===== config.mk =====
export PLATFORM = sky130hd
export DESIGN_NAME = pllc_ctrl
export DESIGN_NICKNAME = d
export VERILOG_FILES = /design/src/rtl/pllc_pkg.sv /design/src/rtl/pllc_ctrl.sv /design/src/rtl/pllc_sync.sv /design/src/rtl/pllc_calib.sv
export SDC_FILE = /design/constraint.sdc
export NUM_CORES = 1
export LEC_CHECK = 0
export BUFFER_PORTS_ARGS = -buffer_cell sky130_fd_sc_hd__buf_2
export CAP_MARGIN = 20
export CORE_MARGIN = 2
export CORE_UTILIZATION = 64
export CTS_CLUSTER_SIZE = 14
export DETAILED_ROUTE_END_ITERATION = 10
export PLACE_DENSITY = 0.86
export SYNTH_ARGS = -nofsm -noshare
export SYNTH_HDL_FRONTEND = slang
export SYNTH_SLANG_ARGS = --single-unit

===== constraint.sdc =====
create_clock -name mclk -period 11.08 [get_ports mclk]
set_input_delay 2.216 -clock mclk [delete_from_list [all_inputs] [get_ports mclk]]
set_output_delay 2.216 -clock mclk [all_outputs]
set_load 0.005 [all_outputs]

===== src/rtl/pllc_pkg.sv =====
`default_nettype none
// ---------------------------------------------------------------
// Shared constants for the lock and calibration controller
// ---------------------------------------------------------------
package pllc_pkg;
    // Register byte offsets
    localparam logic [7:0] MASTER_OFS    = 8'h00;  // Divider, pump code, cal disable
    localparam logic [7:0] LOCK_CFG_OFS  = 8'h04;  // Lock detector setup
    localparam logic [7:0] FAST_CFG_OFS  = 8'h08;  // Fast-lock and slip setup
    localparam logic [7:0] CAL_DIV_OFS   = 8'h0C;  // Calibration clock divider
    localparam logic [7:0] OUT_CFG_OFS   = 8'h10;  // Output buffer control
    localparam logic [7:0] STATUS_OFS    = 8'h14;  // Read-only state
    // Master register fields
    localparam int NDIV_LSB   = 0;                 // Integer divider, 17 bits
    localparam int NDIV_W     = 17;
    localparam int PUMP_LSB   = 17;                // Pump current code, 5 bits
    localparam int PUMP_W     = 5;
    localparam int CALDIS_BIT = 22;                // Calibration disable
    // Lock configuration fields
    localparam int THR_LSB    = 0;                 // Skew threshold code
    localparam int CNT_LSB    = 3;                 // Run length code
    localparam int POL_BIT    = 6;                 // Lock output inversion
    localparam int AUTO_BIT   = 7;                 // Calibration auto restart
    // Fast-lock configuration fields
    localparam int FAST_W     = 13;                // Fast-lock timer width
    localparam int FASTEN_BIT = 13;
    localparam int SLIPEN_BIT = 14;
    // Output control fields
    localparam int PD1_BIT    = 0;
    localparam int PD2_BIT    = 1;
    localparam int MUTE_BIT   = 2;
    // Values after reset
    localparam logic [31:0] MASTER_RST   = 32'h0000_0000;
    localparam logic [31:0] LOCK_CFG_RST = 32'h0000_0000;
    localparam logic [31:0] FAST_CFG_RST = 32'h0000_0000;
    localparam logic [9:0]  CAL_DIV_RST  = 10'h001;
    localparam logic [31:0] OUT_CFG_RST  = 32'h0000_0003;  // Both buffers off
    // Timing
    localparam int CLK_MHZ    = 125;               // mclk rate
    localparam int THR_MIN_NS = 2;                 // Smallest skew threshold
    localparam int THR_MAX_NS = 16;                // Largest skew threshold
    localparam int THR_STEP_NS = (THR_MAX_NS - THR_MIN_NS) / 7;
    localparam int CAL_CYCLES = 13;                // Calibration clock cycles per run
    localparam int CAL_WORD_W = 8;                 // Oscillator select plus sub-band
    // Lock run lengths, 4 up to 4096 compare cycles
    localparam logic [12:0] RUN_LEN [8] = '{13'h0004, 13'h0010, 13'h0040, 13'h0080,
                                            13'h0100, 13'h0200, 13'h0400, 13'h1000};
    localparam logic [PUMP_W-1:0] PUMP_MAX = 5'h1F; // Boost code
    // Skew threshold in mclk cycles, longest time rounded down, at least one
    function automatic logic [3:0] thr_cycles(input logic [2:0] code);
        int ns;
        int cyc;
        ns  = THR_MIN_NS + int'(code) * THR_STEP_NS;
        cyc = (ns * CLK_MHZ) / 1000;
        if (cyc < 1) cyc = 1;
        return 4'(cyc);
    endfunction
endpackage
`default_nettype wire


===== src/rtl/pllc_ctrl.sv =====
`default_nettype none
// ---------------------------------------------------------------
// Lock detection, pump control, fast lock, calibration and outputs
// ---------------------------------------------------------------
// Behaviour
// Lock decided from up and down pulses
// Polarity bit inverts lock output
// Cycle in lock when skew below threshold
// Lock after run of good cycles
// Five-bit code sets pump current
// Fast lock raises current, cuts damping
// Fast-lock state lasts 13-bit cycle count
// Slip boost until locking ends
// Auto select oscillator and sub-band
// Master write starts calibration unless disabled
// Tune voltage forced during calibration
// Host supplies stable reference before calibration
// Calibration takes about 13 cal cycles
// Cal clock is compare rate divided
// Integer mode uses divider of one
// High compare rate needs two-step calibration
// Hopping may use faster cal clock
// Lock loss relaunches calibration if enabled
// Software or pin powers down buffer
// Mute keeps outputs off until lock
// Host never enables both buffers
// Calibration disable bit reads as one
// Failed cycle clears run and lock
// New frequency loads fast-lock timer; code loads it only when divider bits 12:0 are nonzero
module pllc_ctrl (
    // Clock and reset
    input  wire logic        mclk,
    input  wire logic        reset_n,
    // APB slave
    input  wire logic        psel,
    input  wire logic        penable,
    input  wire logic        pwrite,
    input  wire logic [7:0]  paddr,
    input  wire logic [31:0] pwdata,
    output logic      [31:0] prdata,
    output logic             pready,
    output logic             pslverr,
    // Analog loop pins
    input  wire logic        compareClk,          // Divided reference, one edge per cycle
    input  wire logic        pfdUp,               // Detector up pulse
    input  wire logic        pfdDown,             // Detector down pulse
    input  wire logic        oscFast,             // Oscillator above target during search
    // Hardware power-down pins
    input  wire logic        primary_output_powerdown_pin,
    input  wire logic        secondary_output_powerdown_pin,
    // Loop controls
    output logic             lockOut,             // Lock indicator pin
    output logic      [4:0]  pump_current_code,
    output logic             dampReduce,          // Reduced loop filter resistance
    output logic             oscillator_tune_voltage_force,
    output logic      [7:0]  oscSelectWord,       // Oscillator and sub-band select
    output logic      [16:0] divideValue,         // Integer divider to the loop
    // Output buffers
    output logic             primaryOutEnable,
    output logic             secondaryOutEnable
);
    // ---------------------------------------------------------------
    // Pin synchronisers
    // ---------------------------------------------------------------
    logic [5:0] pinSync;                          // Synchronised pins
    logic       compareLast;                      // Previous compare clock level

    pllc_sync #(.WIDTH(6)) u_sync (
        .mclk    (mclk),
        .reset_n (reset_n),
        .asyncIn ({oscFast, compareClk, pfdUp, pfdDown,
                   primary_output_powerdown_pin, secondary_output_powerdown_pin}),
        .syncOut (pinSync)
    );

    wire compareLvl = pinSync[4];
    wire upLvl      = pinSync[3];
    wire downLvl    = pinSync[2];
    wire pinPd1     = pinSync[1];
    wire pinPd2     = pinSync[0];
    wire compareTick = compareLvl && !compareLast; // Rising edge of compare clock

    // Edge detector on the synchronised level
    always_ff @(posedge mclk or negedge reset_n) begin
        if (!reset_n) compareLast <= 1'b0;
        else          compareLast <= compareLvl;
    end

    // ---------------------------------------------------------------
    // Register file
    // ---------------------------------------------------------------
    logic [31:0] masterReg;                       // Divider, pump code, cal disable
    logic [31:0] lockCfgReg;                      // Lock detector setup
    logic [31:0] fastCfgReg;                      // Fast-lock setup
    logic [9:0]  calDivReg;                       // Calibration clock divider
    logic [31:0] outCfgReg;                       // Output control
    logic [31:0] readData;                        // Read multiplexer

    wire wrAccess  = psel && penable && pwrite;
    wire rdSetup   = psel && !penable && !pwrite;
    wire hitMaster = (paddr == pllc_pkg::MASTER_OFS);
    wire hitLock   = (paddr == pllc_pkg::LOCK_CFG_OFS);
    wire hitFast   = (paddr == pllc_pkg::FAST_CFG_OFS);
    wire hitDiv    = (paddr == pllc_pkg::CAL_DIV_OFS);
    wire hitOut    = (paddr == pllc_pkg::OUT_CFG_OFS);
    wire hitStatus = (paddr == pllc_pkg::STATUS_OFS);
    wire hitAny    = hitMaster || hitLock || hitFast || hitDiv || hitOut || hitStatus;
    wire masterWr  = wrAccess && hitMaster;       // Marks a new frequency

    // Zero wait states; unmapped accesses or read-only writes flag an error
    assign pready  = 1'b1;
    assign pslverr = psel && penable && (!hitAny || (pwrite && hitStatus));

    // Configuration writes at the access edge
    always_ff @(posedge mclk or negedge reset_n) begin
        if (!reset_n) begin
            masterReg  <= pllc_pkg::MASTER_RST;
            lockCfgReg <= pllc_pkg::LOCK_CFG_RST;
            fastCfgReg <= pllc_pkg::FAST_CFG_RST;
            calDivReg  <= pllc_pkg::CAL_DIV_RST;
            outCfgReg  <= pllc_pkg::OUT_CFG_RST;
        end else if (wrAccess) begin
            if (hitMaster) masterReg  <= pwdata;
            if (hitLock)   lockCfgReg <= pwdata;
            if (hitFast)   fastCfgReg <= pwdata;
            if (hitDiv)    calDivReg  <= pwdata[9:0];
            if (hitOut)    outCfgReg  <= pwdata;
        end
    end

    // ---------------------------------------------------------------
    // Decoded configuration
    // ---------------------------------------------------------------
    wire [4:0]  progCode    = masterReg[pllc_pkg::PUMP_LSB +: pllc_pkg::PUMP_W];
    wire        calDisable  = masterReg[pllc_pkg::CALDIS_BIT];
    wire [2:0]  thrCode     = lockCfgReg[pllc_pkg::THR_LSB +: 3];
    wire [2:0]  runCode     = lockCfgReg[pllc_pkg::CNT_LSB +: 3];
    wire        polInvert   = lockCfgReg[pllc_pkg::POL_BIT];
    wire        autoRestart = lockCfgReg[pllc_pkg::AUTO_BIT];
    wire [12:0] fastCount   = fastCfgReg[pllc_pkg::FAST_W-1:0];
    wire        fastEnable  = fastCfgReg[pllc_pkg::FASTEN_BIT];
    wire        slipEnable  = fastCfgReg[pllc_pkg::SLIPEN_BIT];
    wire        swPd1       = outCfgReg[pllc_pkg::PD1_BIT];
    wire        swPd2       = outCfgReg[pllc_pkg::PD2_BIT];
    wire        muteEnable  = outCfgReg[pllc_pkg::MUTE_BIT];
    wire [3:0]  thrCycles   = pllc_pkg::thr_cycles(thrCode);
    wire [12:0] runTarget   = pllc_pkg::RUN_LEN[runCode];

    assign divideValue = masterReg[pllc_pkg::NDIV_LSB +: pllc_pkg::NDIV_W];

    // ---------------------------------------------------------------
    // Lock detector
    // ---------------------------------------------------------------
    logic [3:0]  skewCnt;                         // Cycles with one pulse only
    logic [12:0] runCnt;                          // Consecutive good compare cycles
    logic        lockInt;                         // Internal lock state
    logic        lockLast;                        // For loss-of-lock edge
    logic [1:0]  failRun;                         // Consecutive failed cycles, saturating

    // Skew is the time up and down disagree; resolution is one mclk period
    wire skewing  = upLvl ^ downLvl;
    wire cycleOk  = (skewCnt < thrCycles);

    // Accumulate skew over one compare cycle
    always_ff @(posedge mclk or negedge reset_n) begin
        if (!reset_n)         skewCnt <= '0;
        else if (compareTick) skewCnt <= {3'h0, skewing};
        else if (skewing && skewCnt != 4'hF) skewCnt <= skewCnt + 4'h1;
    end

    // Run counter; any bad cycle starts the run again
    always_ff @(posedge mclk or negedge reset_n) begin
        if (!reset_n) begin
            runCnt  <= '0;
            lockInt <= 1'b0;
            failRun <= '0;
        end else if (compareTick) begin
            if (!cycleOk) begin
                runCnt  <= '0;
                lockInt <= 1'b0;
                if (failRun != 2'h3) failRun <= failRun + 2'h1;
            end else begin
                failRun <= '0;
                if (runCnt < runTarget) runCnt <= runCnt + 13'h0001;
                if (runCnt + 13'h0001 >= runTarget) lockInt <= 1'b1;
            end
        end
    end

    // Previous lock level for edge detection
    always_ff @(posedge mclk or negedge reset_n) begin
        if (!reset_n) lockLast <= 1'b0;
        else          lockLast <= lockInt;
    end

    // Registered lock pin with optional inversion
    always_ff @(posedge mclk or negedge reset_n) begin
        if (!reset_n) lockOut <= 1'b0;
        else          lockOut <= lockInt ^ polInvert;
    end

    // ---------------------------------------------------------------
    // Fast lock timer and slip boost
    // ---------------------------------------------------------------
    logic [12:0] fastTimer;                       // Remaining wide-band cycles
    logic        fastActive;                      // Wide-band state
    logic        slipBoost;                       // Large frequency error boost

    // Loaded on a new frequency whose divider bits 12:0 are nonzero, counts compare cycles
    always_ff @(posedge mclk or negedge reset_n) begin
        if (!reset_n) begin
            fastTimer  <= '0;
            fastActive <= 1'b0;
        end else if (masterWr && fastEnable && pwdata[12:0] != 13'h0000) begin
            fastTimer  <= fastCount;
            fastActive <= (fastCount != 13'h0000);
        end else if (compareTick && fastActive) begin
            fastTimer  <= fastTimer - 13'h0001;
            if (fastTimer <= 13'h0001) fastActive <= 1'b0;
        end
    end

    // Two failed cycles in a row count as a large error; lock ends the boost
    always_ff @(posedge mclk or negedge reset_n) begin
        if (!reset_n)                       slipBoost <= 1'b0;
        else if (!slipEnable || lockInt)    slipBoost <= 1'b0;
        else if (compareTick && failRun != 2'h0 && !cycleOk) slipBoost <= 1'b1;
    end

    // Pump code and damping, registered toward the analog side
    always_ff @(posedge mclk or negedge reset_n) begin
        if (!reset_n) begin
            pump_current_code <= '0;
            dampReduce        <= 1'b0;
        end else begin
            pump_current_code <= (fastActive || slipBoost) ? pllc_pkg::PUMP_MAX
                                                           : progCode;
            dampReduce        <= fastActive;
        end
    end

    // ---------------------------------------------------------------
    // Calibration
    // ---------------------------------------------------------------
    logic       calBusy;                          // Sequencer running
    logic [7:0] calWord;                          // Search result

    // A master write carries its own disable bit, so decide from the written data
    wire startOnWrite = masterWr && !pwdata[pllc_pkg::CALDIS_BIT];
    wire startOnLoss  = autoRestart && !calDisable && lockLast && !lockInt;
    wire calStart     = startOnWrite || startOnLoss;

    pllc_calib #(
        .CYCLES (pllc_pkg::CAL_CYCLES),
        .WORD_W (pllc_pkg::CAL_WORD_W)
    ) u_calib (
        .mclk        (mclk),
        .reset_n     (reset_n),
        .compareTick (compareTick),
        .divRatio    (calDivReg),
        .start       (calStart),
        .oscFast     (pinSync[5]),
        .busy        (calBusy),
        .calWord     (calWord)
    );

    // Tune hold and select word toward the oscillators
    always_ff @(posedge mclk or negedge reset_n) begin
        if (!reset_n) begin
            oscillator_tune_voltage_force <= 1'b0;
            oscSelectWord                 <= '0;
        end else begin
            oscillator_tune_voltage_force <= calBusy || calStart;
            oscSelectWord                 <= calWord;
        end
    end

    // ---------------------------------------------------------------
    // Output buffer gating
    // ---------------------------------------------------------------
    wire muteHold = muteEnable && !lockInt;
    wire pd1      = swPd1 || pinPd1;
    wire pd2      = swPd2 || pinPd2;

    // Both enables are independent; exclusivity is left to software
    always_ff @(posedge mclk or negedge reset_n) begin
        if (!reset_n) begin
            primaryOutEnable   <= 1'b0;
            secondaryOutEnable <= 1'b0;
        end else begin
            primaryOutEnable   <= !pd1 && !muteHold;
            secondaryOutEnable <= !pd2 && !muteHold;
        end
    end

    // ---------------------------------------------------------------
    // Read path
    // ---------------------------------------------------------------
    wire [31:0] statusWord = {18'h00000, oscSelectWord, slipBoost, fastActive,
                              calBusy, primaryOutEnable, secondaryOutEnable, lockInt};

    // Disable bit cannot be read back
    always_comb begin
        readData = 32'h0000_0000;
        if (hitMaster) readData = masterReg | (32'h0000_0001 << pllc_pkg::CALDIS_BIT);
        if (hitLock)   readData = {24'h000000, lockCfgReg[7:0]};
        if (hitFast)   readData = {17'h00000, fastCfgReg[14:0]};
        if (hitDiv)    readData = {22'h000000, calDivReg};
        if (hitOut)    readData = {29'h00000000, outCfgReg[2:0]};
        if (hitStatus) readData = statusWord;
    end

    // Read data captured in the setup cycle, stable through access
    always_ff @(posedge mclk or negedge reset_n) begin
        if (!reset_n)    prdata <= '0;
        else if (rdSetup) prdata <= readData;
    end
endmodule
`default_nettype wire


===== src/rtl/pllc_sync.sv =====
`default_nettype none
// ---------------------------------------------------------------
// Two-stage synchroniser for pin inputs
// ---------------------------------------------------------------
module pllc_sync #(
    parameter int WIDTH = 1                        // Number of bits
) (
    // Clock and reset
    input  wire logic             mclk,
    input  wire logic             reset_n,
    // Data
    input  wire logic [WIDTH-1:0] asyncIn,
    output logic      [WIDTH-1:0] syncOut
);
    logic [WIDTH-1:0] stage1Reg;                   // Read only by the second stage

    // Two flops, first one feeds nothing else
    always_ff @(posedge mclk or negedge reset_n) begin
        if (!reset_n) begin
            stage1Reg <= '0;
            syncOut   <= '0;
        end else begin
            stage1Reg <= asyncIn;
            syncOut   <= stage1Reg;
        end
    end
endmodule
`default_nettype wire


===== src/rtl/pllc_calib.sv =====
`default_nettype none
// ---------------------------------------------------------------
// Oscillator and sub-band calibration sequencer
// ---------------------------------------------------------------
module pllc_calib #(
    parameter int CYCLES = pllc_pkg::CAL_CYCLES,   // Calibration clock cycles per run
    parameter int WORD_W = pllc_pkg::CAL_WORD_W    // Select word width
) (
    // Clock and reset
    input  wire logic              mclk,
    input  wire logic              reset_n,
    // Control
    input  wire logic              compareTick,    // One pulse per compare cycle
    input  wire logic [9:0]        divRatio,       // Calibration clock divider
    input  wire logic              start,          // Launch a run
    input  wire logic              oscFast,        // Oscillator above target
    // Results
    output logic                   busy,
    output logic      [WORD_W-1:0] calWord
);
    typedef enum logic [2:0] {
        CAL_IDLE   = 3'b001,
        CAL_SEARCH = 3'b010,
        CAL_SETTLE = 3'b100
    } pllc_cal_type;

    pllc_cal_type state;                           // Sequencer state
    logic [9:0]   divCnt;                          // Compare cycles since last cal tick
    logic [3:0]   stepCnt;                         // Cal ticks in this run
    logic [WORD_W-1:0] probeBit;                   // Bit under trial
    wire  divZero  = (divRatio == 10'h000);
    wire  calTick  = compareTick && (divZero || divCnt >= divRatio - 10'h001);

    // Divide the compare rate into the calibration rate
    always_ff @(posedge mclk or negedge reset_n) begin
        if (!reset_n) divCnt <= '0;
        else if (start || calTick) divCnt <= '0;
        else if (compareTick) divCnt <= divCnt + 10'h001;
    end

    // Successive approximation on the select word, padded to the run length
    always_ff @(posedge mclk or negedge reset_n) begin
        if (!reset_n) begin
            state    <= CAL_IDLE;
            stepCnt  <= '0;
            probeBit <= '0;
            calWord  <= '0;
        end else if (start) begin
            state    <= CAL_SEARCH;
            stepCnt  <= '0;
            probeBit <= {1'b1, {(WORD_W-1){1'b0}}};
            calWord  <= {1'b1, {(WORD_W-1){1'b0}}};
        end else if (calTick) begin
            case (state)
                CAL_IDLE: ;
                CAL_SEARCH: begin
                    stepCnt  <= stepCnt + 4'h1;
                    probeBit <= probeBit >> 1;
                    calWord  <= (oscFast ? (calWord & ~probeBit) : calWord) | (probeBit >> 1);
                    if (probeBit[0]) state <= CAL_SETTLE;
                end
                CAL_SETTLE: begin
                    stepCnt <= stepCnt + 4'h1;
                    if (stepCnt >= 4'(CYCLES - 1)) state <= CAL_IDLE;
                end
                default: state <= CAL_IDLE;
            endcase
        end
    end

    assign busy = (state != CAL_IDLE);
endmodule
`default_nettype wire


==> flow_summary.ini, run 1 <==
[outcome]
outcome = finished clean

[grt]
grt_overflow = 0
grt_max_degree = 121
grt_pass1_wl_mm = 41.3
grt_usage_pct = 29.5
antenna_found_initial = 3
grt_pass1_vias = 7945

[clocking]
path_clk_slew_ps = 70
post_cts_buffers = 0
clock_sinks = 200
clk_path_buf_depth = 2
ctsResizeCount = 0
cts_tree = yes
cts_hold_buf = 0
root_buffer = clkbuf_16
clock_latency_ps = 450
cts_buffers = 17
htreeDepth = 4

[die]
core_um2 = 16500
ios = 120
die-area_um2 = 17800
rows = 47
start_util_pct = 64.9
die_x_um = 133
fp.dieH_um = 133

[finish]
drive_gt1_share_pct = 24.7
finish.utilization_pct = 73.0
nNetsFinal = 1181
synthToLayoutAreaGrowth_pct = 12.4

[synthesis]
synth_ff_type = dfrtp_1
synth_nets = 1090
synth_edf_count = 0
synth_cells = 973
syn_area_per_cell_um2 = 11.0
yosysSeqAreaShare_pct = 46.9
ys_async_sr_fraction_pct = 100
synth-seq-cells = 200
ys_types = 82
syn_area_um2 = 10700
ys.warnings.count = 0

[sta]
rsz0062_at_grt = no
fin_crit_ps = 7350
clock_skew_ps = 13.1
maxSlewViolCount = 0
finalHoldViolCount = 0
holdWs_ps = 351
setup_ws_ps = 3730
fmaxAchievable_mhz = 136
finalSetupViolCount = 0
relSlewSlack_pct = 35.6
setup_tns_ps = 0
fin_crit_sh_pct = 66.3
worst-slew-pin-transition_ps = 966

[worst_setup_path]
crit_fanout = 10
end_kind = flip-flop
crit_buf_inv = 3
max_stage_delay_ps = 720
crit_slowest_cell = o41ai_2
crit_arrival_ps = 7650
startpoint_type = flip-flop
path_class = flip-flop to flip-flop
crit_path_frequent_cell = ha_1
critical_path_required_ps = 11390
path_delay_family = adder cells
ff2ff_setup_slack_ps = 3730

[place]
gp_congestion = 0.841
post-place-ws_ps = 3800
hpwl_mm = 17.3
numPortBuffers = 118

[flow_run]
max_cap_violations = 0

[worst_hold_path]
hp-class = flip-flop to flip-flop

[power_and_ir_drop]
report.power.total_mw = 1.81
p_leak_nw = 5.93
vdd_drop_max_v = 0.000139
p_per_area_nw_per_um2 = 150

[route]
drt_iter0_drc = 840
firstDrtPassIters = 7
ant_nets = 0
post_drt_wl_per_cell_um = 20.2
wirelength_mm = 26.2
viasPerCell = 6.36
vias = 8251
post-route-drc-count = 0
## state kept, by name, indices dropped and copies added (netlist names), 2 cells and up
register,count
u_calib.calWord,8
u_sync.stage1Reg,6
u_calib.stepCnt,4
oscSelectWord,8
calDivReg,10
masterReg,32
u_calib.probeBit,8
outCfgReg,3
failRun,2
runCnt,13
pump_current_code,5
fastCfgReg,15
prdata,32
u_sync.syncOut,6
fastTimer,13
u_calib.state,3
skewCnt,4
u_calib.divCnt,10
lockCfgReg,8
## cell type report
type,instances,area [um^2]
timing repair buffer,127,698
clock buffer,17,425
sequential,200,5010
inverter,37,139
clock inverter,15,193
antenna,1,2.50
tap,220,275
fill,1066,4450
multi-input combinational,681,5270
## final timing paths
check | from | endpoint | depth (start not counted)
worst min register to register | u_sync.stage1Reg[4] | u_sync.syncOut[4] | 0
worst max register to register | lockCfgReg[0] | lockInt | 25
worst min-delay path | u_sync.stage1Reg[4] | u_sync.syncOut[4] | 0
worst max-delay path | lockCfgReg[0] | lockInt | 25
min in group asynchronous | reset_n | u_sync.syncOut[1] | 1
max in group asynchronous | reset_n | oscSelectWord[0] | 3
## stage by stage
stage	instance area (um^2)	cells
after floorplan	10700	973
after global placement	11300	1262
after detailed placement	11300	1262
after CTS	12000	1294
after global routing	12000	1298
final	12000	1298
## cells in the mapped netlist, types with 10 or more instances
master / instances / share of area (%)
nor2_1: 69 / 2.4
buf_4: 18 / 1.3
a21o_1: 10 / 0.70
mux2_2: 75 / 7.9
o21ai_0: 27 / 1.3
nor3_1: 24 / 1.1
nor4_1: 12 / 0.70
nand3_1: 28 / 1.3
nand2_1: 72 / 2.5
xor2_1: 23 / 1.9
xnor2_1: 28 / 2.3
a22o_1: 19 / 1.6
a21oi_1: 44 / 2.1
clkbuf_1: 31 / 1.1
a32o_1: 15 / 1.4
or3_1: 11 / 0.64
ha_1: 59 / 6.9
dfrtp_1: 196 / 46
inv_1: 37 / 1.3
## per-layer routing
metal  global-route usage, %  vias to the layer above  wire (um)
li1                        -                     3728          -
met1                    39.2                     4081      10600
met2                    48.8                      357      13000
met3                    5.48                       81       1680
met4                    11.3                        4        889
met5                       0                        -         14
## layout by cell type, fill, tap and decap left out, types with 12 or more instances in the layout
cell type	instances
nor3_1	23
nand3_1	28
a22o_1	19
o21ai_0	27
nor2_1	69
xnor2_1	28
xor2_1	23
mux2_2	75
a32o_1	15
clkbuf_16	17
ha_1	59
nor4_1	12
inv_1	37
buf_2	117
a21oi_1	44
nand2_1	72
dfrtp_1	196
## power by group
| group | internal [mW] | total (mW) | switching, mW |
|---|---|---|---|
| clock network | 0.311 | 0.640 | 0.329 |
| logic | 0.127 | 0.293 | 0.167 |
| registers | 0.803 | 0.873 | 0.0708 |
| total | 1.24 | 1.81 | 0.566 |
## worst reg2reg max path: cells and delay by family (launching register included)
| kind | cells | cell delay (ps) |
|---|---|---|
| compound gates | 5 | 1650 |
| xor+xnor | 1 | 400 |
| fa+ha+maj | 7 | 2640 |
| buf+inv | 3 | 340 |
| flops | 1 | 550 |
| simple gates | 9 | 1640 |
## logic make-up after synthesis
kind of cell	after synthesis	synth area share [%]
DFF	200	46.9
buffers and inverters	92	3.89
other	1	0.0351
and+or+nand+nor	283	13.5
xor gates and xnor gates	51	4.18
adders and majority gates	66	8.22
AOI/OAI and AO/OA	191	13.2
muxes	89	10.1
Note: power is estimated with default switching activity, not from simulation.
==> run 2, diff against run 1 <==
--- a/config.mk
+++ b/config.mk
@@ -8,10 +8,10 @@
 export BUFFER_PORTS_ARGS = -buffer_cell sky130_fd_sc_hd__buf_2
 export CAP_MARGIN = 20
 export CORE_MARGIN = 2
-export CORE_UTILIZATION = 64
+export CORE_UTILIZATION = 53
 export CTS_CLUSTER_SIZE = 14
 export DETAILED_ROUTE_END_ITERATION = 10
-export PLACE_DENSITY = 0.86
+export PLACE_DENSITY = 0.76
 export SYNTH_ARGS = -nofsm -noshare
 export SYNTH_HDL_FRONTEND = slang
 export SYNTH_SLANG_ARGS = --single-unit
==> constraint.sdc (replaced) <==
create_clock -name mclk -period 6 [get_ports mclk]
set_input_delay 1.2 -clock mclk [delete_from_list [all_inputs] [get_ports mclk]]
set_output_delay 1.2 -clock mclk [all_outputs]
set_load 0.005 [all_outputs]
==> run 2 against run 1 <==
Combinational power is 99% higher. Sequential share of layout area is 1.3 points lower. Setup slack worse by 3600 ps. Clock power is 86% higher. Power is 87% higher. Non-clock buffer count is 14 higher. Core utilization is 9.8 points lower. Clock skew hardly changed. Count of clock-buffer cells in the layout is 1 higher. Hold slack better by 3.1 ps. Die area is 20% higher. Largest power group unchanged. Highest routed layer is now met4.
==> flow_summary.ini, run 2 (synthesis gave the netlist of run 1 again) <==
[clocking]
clk_path_buf_depth = 2
cts_buffers = 17
root_buffer = clkbuf_16
cts_hold_buf = 0
clock_sinks = 200
htreeDepth = 4
path_clk_slew_ps = 80
clock_latency_ps = 450
cts_tree = yes

[finish]
drive_gt1_share_pct = 28.2
fin_cells = 1357
nNetsFinal = 1195
synthToLayoutAreaGrowth_pct = 16.2
largest_registers = masterReg: 32 flops, prdata: 32 flops, fastCfgReg: 15 flops
finish.utilization_pct = 63.2
multi_input_area_um2 = 5500
final_area_um2 = 12400
fillers = 1588
most-common-layout-cells = 193 x dfrtp_1, 117 x buf_2, 74 x mux2_2
mostFrequentLayoutCell = dfrtp_1
regArea_um2 = 5010

[place]
gp_congestion = 0.824
numPortBuffers = 118
hpwl_mm = 17.5
place_inst = 1316
dpl-instance-area_um2 = 11600

[power_and_ir_drop]
clkPwrFrac_pct = 35.1
internal-power_mw = 2.33
combPwrFrac_pct = 17.2
power_switching_mw = 1.05
p_leak_nw = 6.05
vdd_drop_max_v = 0.000197
power_frac_seq_pct = 47.6
report.power.total_mw = 3.38
switching_share_pct = 31.0
p_per_area_nw_per_um2 = 272

[grt]
grt_pass1_wl_mm = 40.8
grt_max_degree = 127
antenna_found_initial = 1
grt_overflow = 0
grt_usage_pct = 23.6
grt_pass1_vias = 7931

[die]
die_x_um = 146
core_um2 = 19700
ios = 120
rows = 51
start_util_pct = 54.4
fp.dieH_um = 146
die-area_um2 = 21300

[worst_hold_path]
hold_depth = 0
hp-class = flip-flop to flip-flop

[worst_setup_path]
startpoint_type = flip-flop
crit_slowest_cell = fa_1
max_stage_delay_ps = 500
end_kind = flip-flop
critical_path_required_ps = 6340
crit_arrival_ps = 6170
crit_path_frequent_cell = inv_1
path_class = flip-flop to flip-flop
worstRegToRegCells = 29
crit_fanout = 5

[sta]
relSlewSlack_pct = 34.2
fin_crit_ps = 5830
clock_skew_ps = 12.7
fmaxAchievable_mhz = 172
finalSetupViolCount = 0
fin_crit_sh_pct = 97.1
maxSlewViolCount = 0
setup_tns_ps = 0
finalHoldViolCount = 0
worst-slew-pin-transition_ps = 987

[route]
drt_iter0_drc = 590
vias = 8072
post_drt_wl_per_cell_um = 18.3
firstDrtPassIters = 5
viasPerCell = 5.95
ant_nets = 0
post-route-drc-count = 0
wirelength_mm = 24.9

[flow_run]
max_cap_violations = 0

[outcome]
outcome = finished clean
[run 2: cell count changes in the layout (fill, tap and decap cells not counted), sizes merged]
cell    previous run  this run
buf              126       139
inv               44        46
clkinv             8         5
clkbuf            18        20
[run 2: layout make-up]
| type | instances | area share (%) |
|---|---|---|
| tap | 265 | 2.67 |
| multi-input combinational | 681 | 44.3 |
| timing repair buffer | 141 | 6.49 |
| clock inverter | 14 | 1.51 |
| clock buffer | 18 | 3.54 |
| inverter | 37 | 1.12 |
| antenna | 1 | 0.0201 |
| sequential | 200 | 40.4 |
[run 2: through the flow]
step	hold slack (ps)	worst slack, ps
after floorplan	331	6.31
after global placement	331	56.0
after detailed placement	336	-117
after CTS	354	90.1
after global routing	366	-76.2
final	354	172
[run 2: final timing paths]
kind	from	endpoint	slack [ps]
worst min register to register	u_sync.stage1Reg[2]	u_sync.syncOut[2]	350
max in group asynchronous	reset_n	u_calib.state[0]	3960
worst min-delay path	u_sync.stage1Reg[2]	u_sync.syncOut[2]	350
worst max-delay path	lockCfgReg[1]	slipBoost	170
worst max register to register	lockCfgReg[1]	slipBoost	170
min in group asynchronous	reset_n	secondaryOutEnable	930
[run 2: metal layers]
| layer | vias up | wire [um] | GRT usage, % | part of all wire [%] |
|---|---|---|---|---|
| li1 | 3758 | - | - | - |
| met5 | - | 0 | 0 | 0 |
| met1 | 4074 | 10900 | 32.0 | 44 |
| met2 | 208 | 12400 | 39.9 | 50 |
| met3 | 32 | 1130 | 3.50 | 4.5 |
| met4 | 0 | 443 | 6.60 | 1.8 |
[run 2: worst max-delay path, delay by kind of cell (launching register included)]
kind	cells	cell delay, ps
adders and majority gates	8	2390
and+or+nand+nor	8	1130
AOI/OAI and AO/OA	6	1040
buffers and inverters	6	600
DFF	1	440
xor gates and xnor gates	1	150
[run 2: timing repair]
action / in CTS / in global routing
gates cloned: 0 / 1
pin swaps: 2 / 10
buffers inserted: 2 / 5
setup endpoints to repair: 15 / 17
gates resized for setup: 2 / 23
[run 2: power groups by stage]
stage / clock [mW] / sequential, mW / combinational (mW)
finish: 1.19 / 1.61 / 0.583
global route: 1.26 / 1.63 / 0.652
detailed placement: 0 / 1.63 / 0.552
global placement: 0 / 1.63 / 0.533
floorplan: 0 / 1.60 / 0.378
CTS: 1.20 / 1.61 / 0.562
==> run 3, diff against run 2 <==
--- a/config.mk
+++ b/config.mk
@@ -7,11 +7,13 @@
 export LEC_CHECK = 0
 export BUFFER_PORTS_ARGS = -buffer_cell sky130_fd_sc_hd__buf_2
 export CAP_MARGIN = 20
+export CORE_ASPECT_RATIO = 0.9
 export CORE_MARGIN = 2
-export CORE_UTILIZATION = 53
+export CORE_UTILIZATION = 59
+export CTS_CLUSTER_DIAMETER = 200
 export CTS_CLUSTER_SIZE = 14
 export DETAILED_ROUTE_END_ITERATION = 10
-export PLACE_DENSITY = 0.76
+export PLACE_DENSITY = 0.8
 export SYNTH_ARGS = -nofsm -noshare
 export SYNTH_HDL_FRONTEND = slang
 export SYNTH_SLANG_ARGS = --single-unit
==> constraint.sdc (replaced) <==
create_clock -name mclk -period 5.75 [get_ports mclk]
set_input_delay 1.15 -clock mclk [delete_from_list [all_inputs] [get_ports mclk]]
set_output_delay 1.15 -clock mclk [all_outputs]
set_load 0.005 [all_outputs]
==> run 3 against run 2 <==
Sequential cell count did not move. First-iteration DRC count fell by 14%. Combinational power rose by 8.6%. Final cell count is 0.96% lower. Non-clock buffer count up 13. Largest power group unchanged. Highest routed layer unchanged.
==> flow_summary.ini, run 3 (synthesis gave the netlist of run 1 again) <==
[clocking]
clk_path_buf_depth = 2
htreeDepth = 4
cts_tree = yes
cts_hold_buf = 0
path_clk_slew_ps = 80
root_buffer = clkbuf_16
clock_sinks = 200
clock_latency_ps = 450
cts_buffers = 17

[route]
top_layer_used = met4
wl_met2_mm = 12.6
wirelength_met1_mm = 11.2
wirelength_mm = 25.7
post-route-drc-count = 0
ant_nets = 0
viasPerCell = 6.10
vias = 8195
wl_met3_mm = 1.20
post_drt_wl_per_cell_um = 19.1
drt_iter0_drc = 509
firstDrtPassIters = 5

[die]
fp.dieH_um = 132
rows = 46
start_util_pct = 60.5
ios = 120
core_um2 = 17700
die_x_um = 146
die-area_um2 = 19200

[power_and_ir_drop]
vdd_drop_max_v = 0.000313
p_leak_nw = 6.11
p_per_area_nw_per_um2 = 288

[place]
numPortBuffers = 118
gp_congestion = 0.901
hpwl_mm = 17.7
place_inst = 1298

[worst_hold_path]
min_from = u_sync.stage1Reg[4]
hp-class = flip-flop to flip-flop

[finish]
nNetsFinal = 1208
synthToLayoutAreaGrowth_pct = 17.1
largest_registers = masterReg: 32 flops, prdata: 32 flops, fastCfgReg: 15 flops
mostFrequentLayoutCell = dfrtp_1
fin_cells = 1344
antenna_cells = 0
most-common-layout-cells = 195 x dfrtp_1, 117 x buf_2, 74 x mux2_2
drive_gt1_share_pct = 29.4

[grt]
grt_usage_pct = 27.0
grt_pass1_vias = 7897
grt_max_degree = 103
grt_pass1_wl_mm = 41.7
antenna_found_initial = 0
grt_overflow = 0

[sta]
finalSetupViolCount = 0
worst-slew-pin-transition_ps = 975
finalHoldViolCount = 0
relSlewSlack_pct = 34.9
fin_crit_sh_pct = 99.5
holdWs_ps = 349
rsz0062_at_grt = yes
fmaxAchievable_mhz = 175
clock_skew_ps = 14.8
fin_crit_ps = 5720
maxSlewViolCount = 0

[flow_run]
max_cap_violations = 0

[worst_setup_path]
path_class = flip-flop to flip-flop
max_stage_delay_ps = 530
crit_arrival_ps = 6050
crit_slowest_cell = fa_1
startpoint_type = flip-flop
reg2reg_from = lockCfgReg[0]
critical_path.startpoint = lockCfgReg[0]
end_kind = flip-flop
crit_fanout = 5
critical_path_required_ps = 6080

[outcome]
outcome = finished clean
## run 3: cell types whose count changed in the layout (fill, tap and decap cells not counted), moves of 3 or more
| cell | change |
|---|---|
| buf_4 | +12 |
| inv_1 | -3 |
| a21oi_2 | +4 |
| a21oi_1 | -4 |
| ha_1 | -3 |
## run 3: path summary, 6_finish.rpt
check / cells after the start / slack [ps] / to
min in group asynchronous: 1 / 820 / lockLast
setup reg to reg: 28 / 30 / runCnt[4]
hold reg to reg: 0 / 350 / u_sync.syncOut[4]
max in group asynchronous: 2 / 3750 / masterReg[2]
hold / removal: 0 / 350 / u_sync.syncOut[4]
setup / recovery: 28 / 30 / runCnt[4]
## run 3: area by class of cell
type,count,area [um^2]
clock inverter,15,228
multi-input combinational,681,5500
clock buffer,17,425
sequential,200,5010
tap,240,300
fill,1270,5150
inverter,37,144
timing repair buffer,154,907
## run 3: per-layer routing
layer / track usage (%) / vias up
met5: 0 / -
met4: 8.28 / 0
met3: 4.97 / 55
met2: 43.8 / 235
met1: 37.3 / 4120
li1: - / 3785
## run 3: where the power goes
group / internal (mW) / total (mW) / switching [mW]
clock: 0.653 / 1.29 / 0.641
combinational: 0.285 / 0.633 / 0.348
sequential: 1.55 / 1.68 / 0.135
## run 3: metrics by stage
step	power, mW	util, %	setup WS, ps	TNS (ps)	instance area (um^2)
after floorplan	2.07	-	-239	-2990	10800
after global placement	2.26	65.5	5.76	0	11600
after detailed placement	2.28	65.5	-197	-2220	11600
after CTS	3.59	69.9	31.0	0	12300
after global routing	3.77	70.8	-212	-2380	12500
final	3.61	70.8	27.8	0	12500
## run 3: repair_timing
item                       CTS  global route
pin swaps                    8            25
gates cloned                 1             0
setup endpoints to repair   17            17
buffers inserted             4             8
gates resized for setup      8            24
## run 3: critical path, delay by kind of cell (launching register included)
kind | cells | cell delay, ps
adders and majority gates | 7 | 2390
AOI/OAI and AO/OA | 6 | 1160
and+or+nand+nor | 8 | 900
DFF | 1 | 430
buffers and inverters | 5 | 410
xor gates and xnor gates | 2 | 310
